<file path="src/srr_regs.vh">
// Constants for the status reporting register bank.
// Assumes inclusion by the status bank under src/ and by its checker and bench under sim/.
`ifndef SRR_REGS_VH
`define SRR_REGS_VH

// ----------------------------------------------------------------
// Command codes on the host command port
// ----------------------------------------------------------------
`define SRR_CMD_W            3
`define SRR_CMD_OPER_COND    3'h0
`define SRR_CMD_OPER_EVENT   3'h1
`define SRR_CMD_OPER_ENAB_RD 3'h2
`define SRR_CMD_OPER_ENAB_WR 3'h3
`define SRR_CMD_QUES_COND    3'h4
`define SRR_CMD_QUES_EVENT   3'h5
`define SRR_CMD_QUES_ENAB_RD 3'h6
`define SRR_CMD_QUES_ENAB_WR 3'h7

// ----------------------------------------------------------------
// Operation group bit positions
// ----------------------------------------------------------------
`define SRR_OP_TRIG_WAIT   5
`define SRR_OP_TRAN_PRIMED 6
`define SRR_OP_CONST_VOLT  8
`define SRR_OP_TRAN_DONE   9
`define SRR_OP_CONST_CURR  10
`define SRR_OP_SAMPLE_DONE 11
`define SRR_OP_LIST_DONE   12
`define SRR_OP_LIST_ACTIVE 14
`define SRR_OP_USED_MASK   16'h5F60

// ----------------------------------------------------------------
// Questionable group bit positions
// ----------------------------------------------------------------
`define SRR_QU_VREG_FAULT  0
`define SRR_QU_CREG_FAULT  1
`define SRR_QU_THERMAL     3
`define SRR_QU_FOLLOWER    6
`define SRR_QU_VOLT_FAULT  12
`define SRR_QU_CURR_FAULT  13
`define SRR_QU_ABSORB      14
`define SRR_QU_USED_MASK   16'h704B
`define SRR_QU_LATCH_MASK  16'h3000

// ----------------------------------------------------------------
// Preset and reset values, status byte positions
// ----------------------------------------------------------------
`define SRR_OPER_PRESET    16'h2001
`define SRR_QUES_PRESET    16'h00FF
`define SRR_ENAB_RESET     16'h0000
`define SRR_SB_QUES_BIT    3
`define SRR_SB_OPER_BIT    7

`endif

</file>
<file path="src/srr_edge_latch.v">
// Rising-edge event latch with read-clear for one register group.
// Assumes condition inputs on clk_in; clear comes from a host read.
`timescale 1ns/1ps

module srr_edge_latch
#(
  parameter WIDTH = 16
)
(
  // Clock and reset
  input  wire             clk_in,
  input  wire             srst_in,
  // Condition and control
  input  wire [WIDTH-1:0] cond_in,
  input  wire [WIDTH-1:0] latch_mask_in,
  input  wire             clear_in,
  // Latched events
  output wire [WIDTH-1:0] event_out
);

  reg  [WIDTH-1:0] cond_prev_ff;
  reg  [WIDTH-1:0] event_ff;
  wire [WIDTH-1:0] rise;
  wire [WIDTH-1:0] nxt_event;

  // Inactive to active transitions of latchable bits
  assign rise = cond_in & ~cond_prev_ff & latch_mask_in;
  // Set wins over the read clear, so no event is lost
  assign nxt_event = (clear_in ? {WIDTH{1'b0}} : event_ff) | rise;
  assign event_out = event_ff;

  // Edge history and event register
  always @(posedge clk_in)
  begin
    if (srst_in)
    begin
      cond_prev_ff <= {WIDTH{1'b0}};
      event_ff     <= {WIDTH{1'b0}};
    end
    else
    begin
      cond_prev_ff <= cond_in;
      event_ff     <= nxt_event;
    end
  end

endmodule

</file>
<file path="src/srr_sync.v">
// Two-flop synchroniser for a bus of independent level signals.
// Assumes each bit is a slow level; no word coherence is given.
`timescale 1ns/1ps

module srr_sync
#(
  parameter WIDTH = 16
)
(
  // Clock and reset
  input  wire             clk_in,
  input  wire             srst_in,
  // Asynchronous levels
  input  wire [WIDTH-1:0] async_in,
  // Synchronised levels
  output wire [WIDTH-1:0] sync_out
);

  reg [WIDTH-1:0] meta_ff;
  reg [WIDTH-1:0] sync_ff;

  assign sync_out = sync_ff;

  // First stage feeds only the second stage
  always @(posedge clk_in)
  begin
    if (srst_in)
    begin
      meta_ff <= {WIDTH{1'b0}};
      sync_ff <= {WIDTH{1'b0}};
    end
    else
    begin
      meta_ff <= async_in;
      sync_ff <= meta_ff;
    end
  end

endmodule

</file>
<file path="src/srr_status_regs.v">
// Operation and questionable status register groups with summaries.
// Assumes status levels arrive from analog/firmware logic outside the
// clock domain, and the command port is driven on clk_in.
//
// How it works
// - Operation bits: CC 10, CV 8, LR 14, LC 12, SC 11, TC 9, TA 6, TRIGGER_WAIT_FLAG 5.
// - Operation condition register shows live state, never latched.
// - Operation enable masks events onto status byte bit 7.
// - Operation summary is OR of enabled operation event bits.
// - Operation event register is read-only and holds events until read.
// - Reading operation events returns value then clears all bits except those rising in that cycle.
// - Operation enable reads back last written mask unchanged.
// - Preset loads operation enable 8193 and questionable enable 255.
// - Questionable bits: energy_absorb_flag 14, CE 13, VE 12, SE 6, TE 3, CM 1, VM 0.
// - Questionable events latch only bits 13 and 12.
// - Bits 0 and 1 are never latched as questionable events.
// - Reading questionable events returns value then clears it.
// - Questionable condition register shows live condition state.
// - Bits 1 and 0 may both be set while output settles.
// - Questionable enable masks events onto status byte bit 3.
// - Questionable summary is OR of enabled questionable event bits.
// - Questionable enable reads back current mask.
`timescale 1ns/1ps
`include "srr_regs.vh"

module srr_status_regs
#(
  parameter WIDTH = 16
)
(
  // Clock and reset
  input  wire                    clk_in,
  input  wire                    srst_in,
  // Operation status levels
  input  wire                    constant_current_flag_in,
  input  wire                    constant_voltage_flag_in,
  input  wire                    list_active_flag_in,
  input  wire                    list_done_flag_in,
  input  wire                    sample_done_flag_in,
  input  wire                    transient_done_flag_in,
  input  wire                    transient_primed_flag_in,
  input  wire                    trigger_wait_flag_in,
  // Questionable status levels
  input  wire                    energy_absorb_flag_in,
  input  wire                    current_fault_flag_in,
  input  wire                    voltage_fault_flag_in,
  input  wire                    follower_unit_fault_flag_in,
  input  wire                    thermal_fault_flag_in,
  input  wire                    current_regulation_fault_flag_in,
  input  wire                    voltage_regulation_fault_flag_in,
  // Host command port
  input  wire                    cmd_valid_in,
  input  wire [`SRR_CMD_W-1:0]   cmd_code_in,
  input  wire [WIDTH-1:0]        cmd_wdata_in,
  input  wire                    preset_in,
  // Host answer
  output wire                    rsp_valid_out,
  output wire [WIDTH-1:0]        rsp_data_out,
  // Status byte summaries
  output wire                    oper_summary_out,
  output wire                    ques_summary_out
);

  // ----------------------------------------------------------------
  // Raw vectors and synchronisation
  // ----------------------------------------------------------------
  wire [WIDTH-1:0] oper_raw;
  wire [WIDTH-1:0] ques_raw;
  wire [WIDTH-1:0] operation_live_state;
  wire [WIDTH-1:0] questionable_live_state;

  // Packs one bit at a given position into a zero vector
  function [WIDTH-1:0] place_bit;
    input         val;
    input integer pos;
    begin
      place_bit = {WIDTH{1'b0}};
      place_bit[pos] = val;
    end
  endfunction

  // Operation layout, unused positions left zero
  // operation bit placement
  assign oper_raw = place_bit(constant_current_flag_in, `SRR_OP_CONST_CURR)
                  | place_bit(constant_voltage_flag_in, `SRR_OP_CONST_VOLT)
                  | place_bit(list_active_flag_in, `SRR_OP_LIST_ACTIVE)
                  | place_bit(list_done_flag_in, `SRR_OP_LIST_DONE)
                  | place_bit(sample_done_flag_in, `SRR_OP_SAMPLE_DONE)
                  | place_bit(transient_done_flag_in, `SRR_OP_TRAN_DONE)
                  | place_bit(transient_primed_flag_in, `SRR_OP_TRAN_PRIMED)
                  | place_bit(trigger_wait_flag_in, `SRR_OP_TRIG_WAIT);

  // Questionable layout; settling may raise both regulation bits
  // questionable bit placement
  assign ques_raw = place_bit(energy_absorb_flag_in, `SRR_QU_ABSORB)
                  | place_bit(current_fault_flag_in, `SRR_QU_CURR_FAULT)
                  | place_bit(voltage_fault_flag_in, `SRR_QU_VOLT_FAULT)
                  | place_bit(follower_unit_fault_flag_in, `SRR_QU_FOLLOWER)
                  | place_bit(thermal_fault_flag_in, `SRR_QU_THERMAL)
                  | place_bit(current_regulation_fault_flag_in, `SRR_QU_CREG_FAULT)
                  | place_bit(voltage_regulation_fault_flag_in, `SRR_QU_VREG_FAULT);

  // Status levels come from outside the domain
  // live operation state
  srr_sync #(.WIDTH(WIDTH)) u_oper_sync
  (
    .clk_in   (clk_in),
    .srst_in  (srst_in),
    .async_in (oper_raw),
    .sync_out (operation_live_state)
  );

  srr_sync #(.WIDTH(WIDTH)) u_ques_sync
  (
    .clk_in   (clk_in),
    .srst_in  (srst_in),
    .async_in (ques_raw),
    .sync_out (questionable_live_state)
  );

  // ----------------------------------------------------------------
  // Command decode
  // ----------------------------------------------------------------
  wire oper_event_rd;
  wire ques_event_rd;
  wire oper_enab_wr;
  wire ques_enab_wr;

  assign oper_event_rd = cmd_valid_in & (cmd_code_in == `SRR_CMD_OPER_EVENT);
  assign ques_event_rd = cmd_valid_in & (cmd_code_in == `SRR_CMD_QUES_EVENT);
  assign oper_enab_wr  = cmd_valid_in & (cmd_code_in == `SRR_CMD_OPER_ENAB_WR);
  assign ques_enab_wr  = cmd_valid_in & (cmd_code_in == `SRR_CMD_QUES_ENAB_WR);

  // ----------------------------------------------------------------
  // Event registers
  // ----------------------------------------------------------------
  wire [WIDTH-1:0] operation_latched_events;
  wire [WIDTH-1:0] questionable_latched_events;

  // Every used operation bit latches on its rising edge
  // edge-set event latch
  srr_edge_latch #(.WIDTH(WIDTH)) u_oper_events
  (
    .clk_in        (clk_in),
    .srst_in       (srst_in),
    .cond_in       (operation_live_state),
    .latch_mask_in (`SRR_OP_USED_MASK),
    .clear_in      (oper_event_rd),
    .event_out     (operation_latched_events)
  );

  // Only current and voltage error bits are latchable
  // latch bits 13 and 12
  srr_edge_latch #(.WIDTH(WIDTH)) u_ques_events
  (
    .clk_in        (clk_in),
    .srst_in       (srst_in),
    .cond_in       (questionable_live_state),
    .latch_mask_in (`SRR_QU_LATCH_MASK),
    .clear_in      (ques_event_rd),
    .event_out     (questionable_latched_events)
  );

  // ----------------------------------------------------------------
  // Enable registers
  // ----------------------------------------------------------------
  reg  [WIDTH-1:0] operation_report_mask_ff;
  reg  [WIDTH-1:0] questionable_report_mask_ff;
  reg  [WIDTH-1:0] nxt_operation_report_mask;
  reg  [WIDTH-1:0] nxt_questionable_report_mask;

  // Preset takes priority over a write in the same cycle
  // preset mask values
  always @*
  begin
    nxt_operation_report_mask    = operation_report_mask_ff;
    nxt_questionable_report_mask = questionable_report_mask_ff;
    if (preset_in)
    begin
      nxt_operation_report_mask    = `SRR_OPER_PRESET;
      nxt_questionable_report_mask = `SRR_QUES_PRESET;
    end
    else
    begin
      if (oper_enab_wr)
        nxt_operation_report_mask = cmd_wdata_in;
      if (ques_enab_wr)
        nxt_questionable_report_mask = cmd_wdata_in;
    end
  end

  // Masks store all bits so readback matches what was written
  // operation mask readback
  always @(posedge clk_in)
  begin
    if (srst_in)
    begin
      operation_report_mask_ff    <= `SRR_ENAB_RESET;
      questionable_report_mask_ff <= `SRR_ENAB_RESET;
    end
    else
    begin
      operation_report_mask_ff    <= nxt_operation_report_mask;
      questionable_report_mask_ff <= nxt_questionable_report_mask;
    end
  end

  // ----------------------------------------------------------------
  // Summaries for the status byte
  // ----------------------------------------------------------------
  reg oper_summary_ff;
  reg ques_summary_ff;

  // Unused event bits are always zero, so unused mask bits are inert
  // operation OR of enabled events
  always @(posedge clk_in)
  begin
    if (srst_in)
    begin
      oper_summary_ff <= 1'b0;
      ques_summary_ff <= 1'b0;
    end
    else
    begin
      oper_summary_ff <= |(operation_latched_events & operation_report_mask_ff
                           & `SRR_OP_USED_MASK);
      ques_summary_ff <= |(questionable_latched_events & questionable_report_mask_ff
                           & `SRR_QU_USED_MASK);
    end
  end

  assign oper_summary_out = oper_summary_ff;
  assign ques_summary_out = ques_summary_ff;

  // ----------------------------------------------------------------
  // Read answer path
  // ----------------------------------------------------------------
  reg              rsp_valid_ff;
  reg  [WIDTH-1:0] rsp_data_ff;
  reg  [WIDTH-1:0] nxt_rsp_data;
  reg              nxt_rsp_valid;

  // Event reads capture the value before the clear takes effect
  // unused bits read zero except on enable reads
  always @*
  begin
    nxt_rsp_valid = 1'b0;
    nxt_rsp_data  = rsp_data_ff;
    if (cmd_valid_in)
    begin
      case (cmd_code_in)
        `SRR_CMD_OPER_COND:
        begin
          nxt_rsp_valid = 1'b1;
          nxt_rsp_data  = operation_live_state & `SRR_OP_USED_MASK;
        end
        `SRR_CMD_OPER_EVENT:
        begin
          nxt_rsp_valid = 1'b1;
          nxt_rsp_data  = operation_latched_events;
        end
        `SRR_CMD_OPER_ENAB_RD:
        begin
          nxt_rsp_valid = 1'b1;
          nxt_rsp_data  = operation_report_mask_ff;
        end
        `SRR_CMD_QUES_COND:
        begin
          nxt_rsp_valid = 1'b1;
          nxt_rsp_data  = questionable_live_state & `SRR_QU_USED_MASK;
        end
        `SRR_CMD_QUES_EVENT:
        begin
          nxt_rsp_valid = 1'b1;
          nxt_rsp_data  = questionable_latched_events;
        end
        `SRR_CMD_QUES_ENAB_RD:
        begin
          nxt_rsp_valid = 1'b1;
          nxt_rsp_data  = questionable_report_mask_ff;
        end
        default:
        begin
          nxt_rsp_valid = 1'b0; // Writes give no answer
          nxt_rsp_data  = rsp_data_ff;
        end
      endcase
    end
  end

  // Answer registered one cycle after the command
  always @(posedge clk_in)
  begin
    if (srst_in)
    begin
      rsp_valid_ff <= 1'b0;
      rsp_data_ff  <= {WIDTH{1'b0}};
    end
    else
    begin
      rsp_valid_ff <= nxt_rsp_valid;
      rsp_data_ff  <= nxt_rsp_data;
    end
  end

  assign rsp_valid_out = rsp_valid_ff;
  assign rsp_data_out  = rsp_data_ff;

endmodule

</file>
<file path="config.mk">
export PLATFORM = sky130hd
export DESIGN_NAME = srr_status_regs
export DESIGN_NICKNAME = d
export VERILOG_FILES = /design/src/srr_edge_latch.v /design/src/srr_sync.v /design/src/srr_status_regs.v
export VERILOG_INCLUDE_DIRS = /design/src /design/src/src
export SDC_FILE = /design/constraint.sdc
export NUM_CORES = 1
export LEC_CHECK = 0
export BUFFER_PORTS_ARGS = -buffer_cell sky130_fd_sc_hd__buf_2
export CAP_MARGIN = 15
export CORE_MARGIN = 2
export CORE_UTILIZATION = 50
export CTS_CLUSTER_SIZE = 12
export DETAILED_ROUTE_END_ITERATION = 7
export PLACE_DENSITY = 0.76
export SLEW_MARGIN = 20
export SYNTH_ARGS = -nofsm -noshare
export SYNTH_HDL_FRONTEND = slang
export SYNTH_SLANG_ARGS = --single-unit
</file>
<file path="constraint.sdc">
create_clock -name clk_in -period 1.25 [get_ports clk_in]
set_input_delay 0.25 -clock clk_in [delete_from_list [all_inputs] [get_ports clk_in]]
set_output_delay 0.25 -clock clk_in [all_outputs]
set_load 0.03 [all_outputs]
</file>
# Word level (Yosys, flattened, before mapping)
# Index checks and enable logic that the tools add are counted.
[totals]
regBits = 172
word_cells = 67
[classes]
eq_ne = 7
bitwise_logic = 26
reduce_logical = 10
mux = 8
[ops]
columns = ["op", "n"]
rows = [
  ["one-hot mux 16 bit (6 select lines)", 1],
  ["bitwise AND 15 bit", 3],
  ["two-way mux 16 bit", 2],
  ["bitwise OR 15 x 13 -> 15 bit", 2],
  ["bitwise OR 15 x 7 -> 15 bit", 2],
  ["two-way mux 14 bit", 2],
  ["two-way mux 8 bit", 2],
  ["bitwise OR 16 x 14 -> 16 bit", 1],
  ["bitwise OR 16 x 15 -> 16 bit", 1],
  ["inverter 15 bit", 1],
  ["bitwise OR 11 x 15 -> 15 bit", 1],
  ["bitwise OR 15 x 1 -> 15 bit", 1],
  ["bitwise OR 15 x 10 -> 15 bit", 1],
  ["bitwise OR 15 x 12 -> 15 bit", 1],
  ["bitwise OR 15 x 14 -> 15 bit", 1],
  ["bitwise OR 15 x 2 -> 15 bit", 1],
  ["bitwise OR 15 x 4 -> 15 bit", 1],
  ["bitwise OR 15 x 6 -> 15 bit", 1],
  ["bitwise AND 14 bit", 1],
  ["inverter 14 bit", 1],
  ["== test 3 bit, second input constant", 4],
  ["bitwise OR 11 x 9 -> 11 bit", 1],
  ["OR reduction 8 bit", 1],
  ["OR reduction 7 bit", 1],
  ["other kinds (11)", 17],
]

# Depth between registers and ports, before layout
[depth]
ltp_word = 7
mapped_depth = 7
mapped_depth_nobuf = 4

# Modules after synthesis
# A second synthesis with hierarchy kept.
[hier_totals]
hier_cells = 649
hier_area_um2 = 6635.1
[by_module_without_submodules]
columns = ["module", "cells_per_inst", "area_each_um2", "seq_area_each_um2", "n_inst"]
rows = [
  ["srr_status_regs", 315, 2533.7, 1021.0, 1],
  ["srr_edge_latch", 100, 1187.4, 640.6, 2],
  ["srr_sync", 67, 863.3, 640.6, 2],
]

# Worst setup path after synthesis
# OpenSTA, ideal clock, no wires.
[synth_timing]
path_kind = "in2reg"
from = "input cmd_code_in[2]"
to = "register rsp_data_ff[10] (netlist: rsp_data_out[10])"
arrival_time_ns = 1.080
setup_ns = 0.122
setup_slack_ns = 0.048
path_stages = 5
cell_sequence = "buf_4 > buf_6 > mux2i_1 > o2bb2ai_1 > a221o_1"
[synth_between]
elab_chain_cells = 3
[synth_lines]
columns = ["element", "line_no", "rtl"]
rows = [
  ["from (decl)", "srr_status_regs.v:53", "input wire [`SRR_CMD_W-1:0] cmd_code_in,"],
  ["== test 3 x 1 -> 1 bit (tied with other cells)", "srr_status_regs.v:251", "case (cmd_code_in)"],
  ["nonzero test 6 bit (no line)", "n/a", ""],
  ["AND reduction 2 bit (no line)", "n/a", ""],
  ["to (signal assigned)", "srr_status_regs.v:297", "rsp_data_ff <= {WIDTH{1'b0}};"],
  ["to (signal assigned)", "srr_status_regs.v:302", "rsp_data_ff <= nxt_rsp_data;"],
  ["to (decl)", "srr_status_regs.v:239", "reg [WIDTH-1:0] rsp_data_ff;"],
]
# Parallel ways exist; a longest one is shown, timed or not.
# A chain may end at the register's enable or synchronous reset.

# Final worst setup path
[layout_timing]
from = "register rsp_data_ff[12] (netlist: rsp_data_out[12])"
to = "output rsp_data_out[12]"
[layout_lines]
columns = ["element", "line_no", "rtl"]
rows = [
  ["to (decl)", "srr_status_regs.v:58", "output wire [WIDTH-1:0] rsp_data_out,"],
]
# No word-level cell between the ends.

==> flow_summary.yaml <==
run_status:
  outcome: "finished clean"
job:
  cap_violations: 0
synthesis:
  synth-edff-count: 0
  synth.top_cell.area_share: 0.541
  synthArstFlopShare: 0
  synth_area_um2: 3740
  synth_area_leaders: "dfxtp_1, nand2_1, nor2b_1"
  yosysUniqueCellTypes: 44
  ys_seq_area_frac: 0.541
  syn_nets: 430
  synth_top_cell_by_area: "dfxtp_1"
  syn_inst: 392
  avgSynthCellArea_um2: 9.54
  ys_warn_count: 0
  ys.flop_type: "dfxtp_1"
  synth_seq_cells: 101
global_route:
  antenna_found_initial: 0
  grt_pass1_vias: 2958
  grt_start_max_net_pins: 23
  grt_use_total: 0.212
  grt_pass1_wl_um: 13800
  grt-ovfl-total: 0
timing:
  fin_crit_sh: 0.934
  skew_ns: 0.0104
  hold_violations: 0
  relSlewSlack: 0.546
  max_freq_ghz: 0.857
  min_period_ns: 1.17
  slew_violations: 0
  rsz0062_at_grt: "no"
  setup_viol: 0
  worst_pin_slew_ns: 0.681
setup_path:
  reg2reg_setup_slack_ns: 0.17
  cpLargestDelayFamily: "flip-flops"
  end_kind: "primary output"
  timing.rr.start: "operation_report_mask_ff[6]$_SDFFE_PP0P_"
  r2r_cells: 3
  crit_path_start_kind: "flip-flop"
  worstSetupPathType: "reg -> out"
  path_max_fanout: 3
  slowest_delay_ns: 0.36
  cpMaxStageDelayCell: "dfxtp_1"
  required_ns: 1.00
  cp.arrival_ns: 0.92
  r2r-end: "rsp_data_out[6]$_SDFFE_PP0P_"
  path_cells: "buf_2"
  path_buf_inv: 1
power_and_ir_drop:
  ir_worst_vdd_uv: 1030
  p_leak_uw: 0.00192
  powerDensity_nw_per_um2: 1390
finish:
  layout_commonest_cell: "dfxtp_1"
  area_growth_pct: 23.6
  postLayoutCellArea_um2: 4620
  fin_nets: 514
  drive_gt1_frac: 0.258
  register_area_um2: 2020
  mostFrequentLayoutCells: "dfxtp_1, nand2_1, buf_2"
  fill_cells: 648
  multi_input_area_um2: 1530
  antennaDiodeCount: 0
  fin_util: 0.637
  stdcell_count: 580
drt:
  avgViaCountPerCell: 5.21
  drc: 0
  dr_total_vias: 3022
  drtAntennaViolNets: 0
  wl_um: 8220
  drt-initial-drc-count: 214
  post_drt_wl_per_cell_um: 14.2
  dr.pass1.iters: 4
worst_hold_path:
  hp-start: "constant_voltage_flag_in"
  min_to: "u_oper_sync.meta_ff[8]$_SDFF_PP0_"
  hold_path.class: "in -> reg"
  holdPathStages: 2
floorplan:
  die_area_um2: 8180
  dieWidth_um: 90.5
  fp.coreArea_um2: 7250
  initial_utilization: 0.515
  pin_count: 57
  placement_rows: 31
  die_h_um: 90.5
clock_network:
  cts_tree: "built"
  numCtsBuffers: 9
  h-tree-depth: 3
  cts_hold_buf: 0
  clkSlewWorstSetupHoldPaths_ns: 0.09
  cts_root_buffer: "clkbuf_8"
  cts_setup_buffers: 0
  clk_latency_ns: 0.36
  clock_sinks: 101
  post_cts_resized: 0
  cts_buffer_depth: 2
placed_design:
  dp_cells: 564
  place_area_um2: 4370
  dp_hpwl_um: 6160
  gp_congestion: 0.892
  port_buffers: 56
[flip-flops by register name (all words and copies together), names as in the netlist]
signal	count
u_oper_events.event_out	8
u_ques_sync.meta_ff	7
operation_report_mask_ff	16
questionable_report_mask_ff	16
rsp_valid_out	1
u_oper_events.cond_prev_ff	8
u_oper_sync.sync_out	8
u_ques_events.cond_prev_ff	2
u_oper_sync.meta_ff	8
u_ques_sync.sync_out	7
u_ques_events.event_out	2
ques_summary_out	1
oper_summary_out	1
rsp_data_out	16
[cells by family (layout without fill, tap and decap cells)]
group	Yosys count	after routing	synth area share
compound gates	88	88	0.162
buf+inv	35	124	0.0499
flops	101	101	0.541
mux	17	17	0.0465
simple gates	151	151	0.201
[cell usage after synthesis (all sizes together) (2+ instances only)]
library cell	count
a21oi	32
a31oi	10
and2	2
o21ai	7
inv	12
a311oi	2
nand3	3
a221o	5
o2bb2ai	8
nor2b	38
a22o	8
o22ai	4
clkbuf	4
nand2b	6
nand2	74
dfxtp	101
mux2i	14
nor2	23
buf	18
mux2	3
a22oi	6
[area by class of cell]
type                    count  area share
inverters                  13      0.0106
multi-input cells         256       0.331
clock buffers              11      0.0306
well taps                  99      0.0268
flip-flops and latches    101       0.438
clock inverters             5      0.0230
repair buffers             95       0.140
[power by group]
part	switching, uW	total, uW	internal, uW
sequential	58.6	3390	3330
combinational	308	575	267
clock	1050	2440	1390
total	1410	6400	4990
[per-layer routing]
layer / vias up / global-route usage / share of wire
li1: 1491 / - / -
met1: 1420 / 0.267 / 0.45
met2: 95 / 0.346 / 0.48
met3: 16 / 0.0618 / 0.059
met4: 0 / 0.0731 / 0.019
met5: - / 0 / 0
[worst reg2reg max path, stage by stage (launching register included)]
cell and delay [ns]:
dfxtp_1 0.40, a21oi_1 0.10, a22o_1 0.24, a311oi_2 0.25
[metrics by stage]
stage	setup TNS (ns)	total power, uW	setup slack [ns]	hold WS [ns]
4_1_cts	0	6460	0.0584	0.0828
2_1_floorplan	0	3780	0.0481	0.378
3_3_place_gp	-1.38	4020	-0.0783	0.402
6_report	0	6400	0.0828	0.100
3_5_place_dp	-2.27	4040	-0.123	0.423
5_1_grt	0	6640	0.0369	0.0846
[how the worst max path moves through the flow]
stage | start | end | slack, ns | cells after the start
final | rsp_data_out[12]$_SDFFE_PP0P_ | rsp_data_out[12] | 0.08 | 1
after global placement | cmd_code_in[2] | rsp_data_out[12]$_SDFFE_PP0P_ | -0.08 | 5
after global routing | rsp_data_out[12]$_SDFFE_PP0P_ | rsp_data_out[12] | 0.04 | 1
after CTS | rsp_data_out[12]$_SDFFE_PP0P_ | rsp_data_out[12] | 0.06 | 1
after detailed placement | cmd_code_in[0] | u_oper_events.event_out[9]$_SDFF_PP0_ | -0.12 | 5
after floorplan | cmd_code_in[2] | rsp_data_out[10]$_SDFFE_PP0P_ | 0.05 | 5
Power figures use the tool's default switching activity.
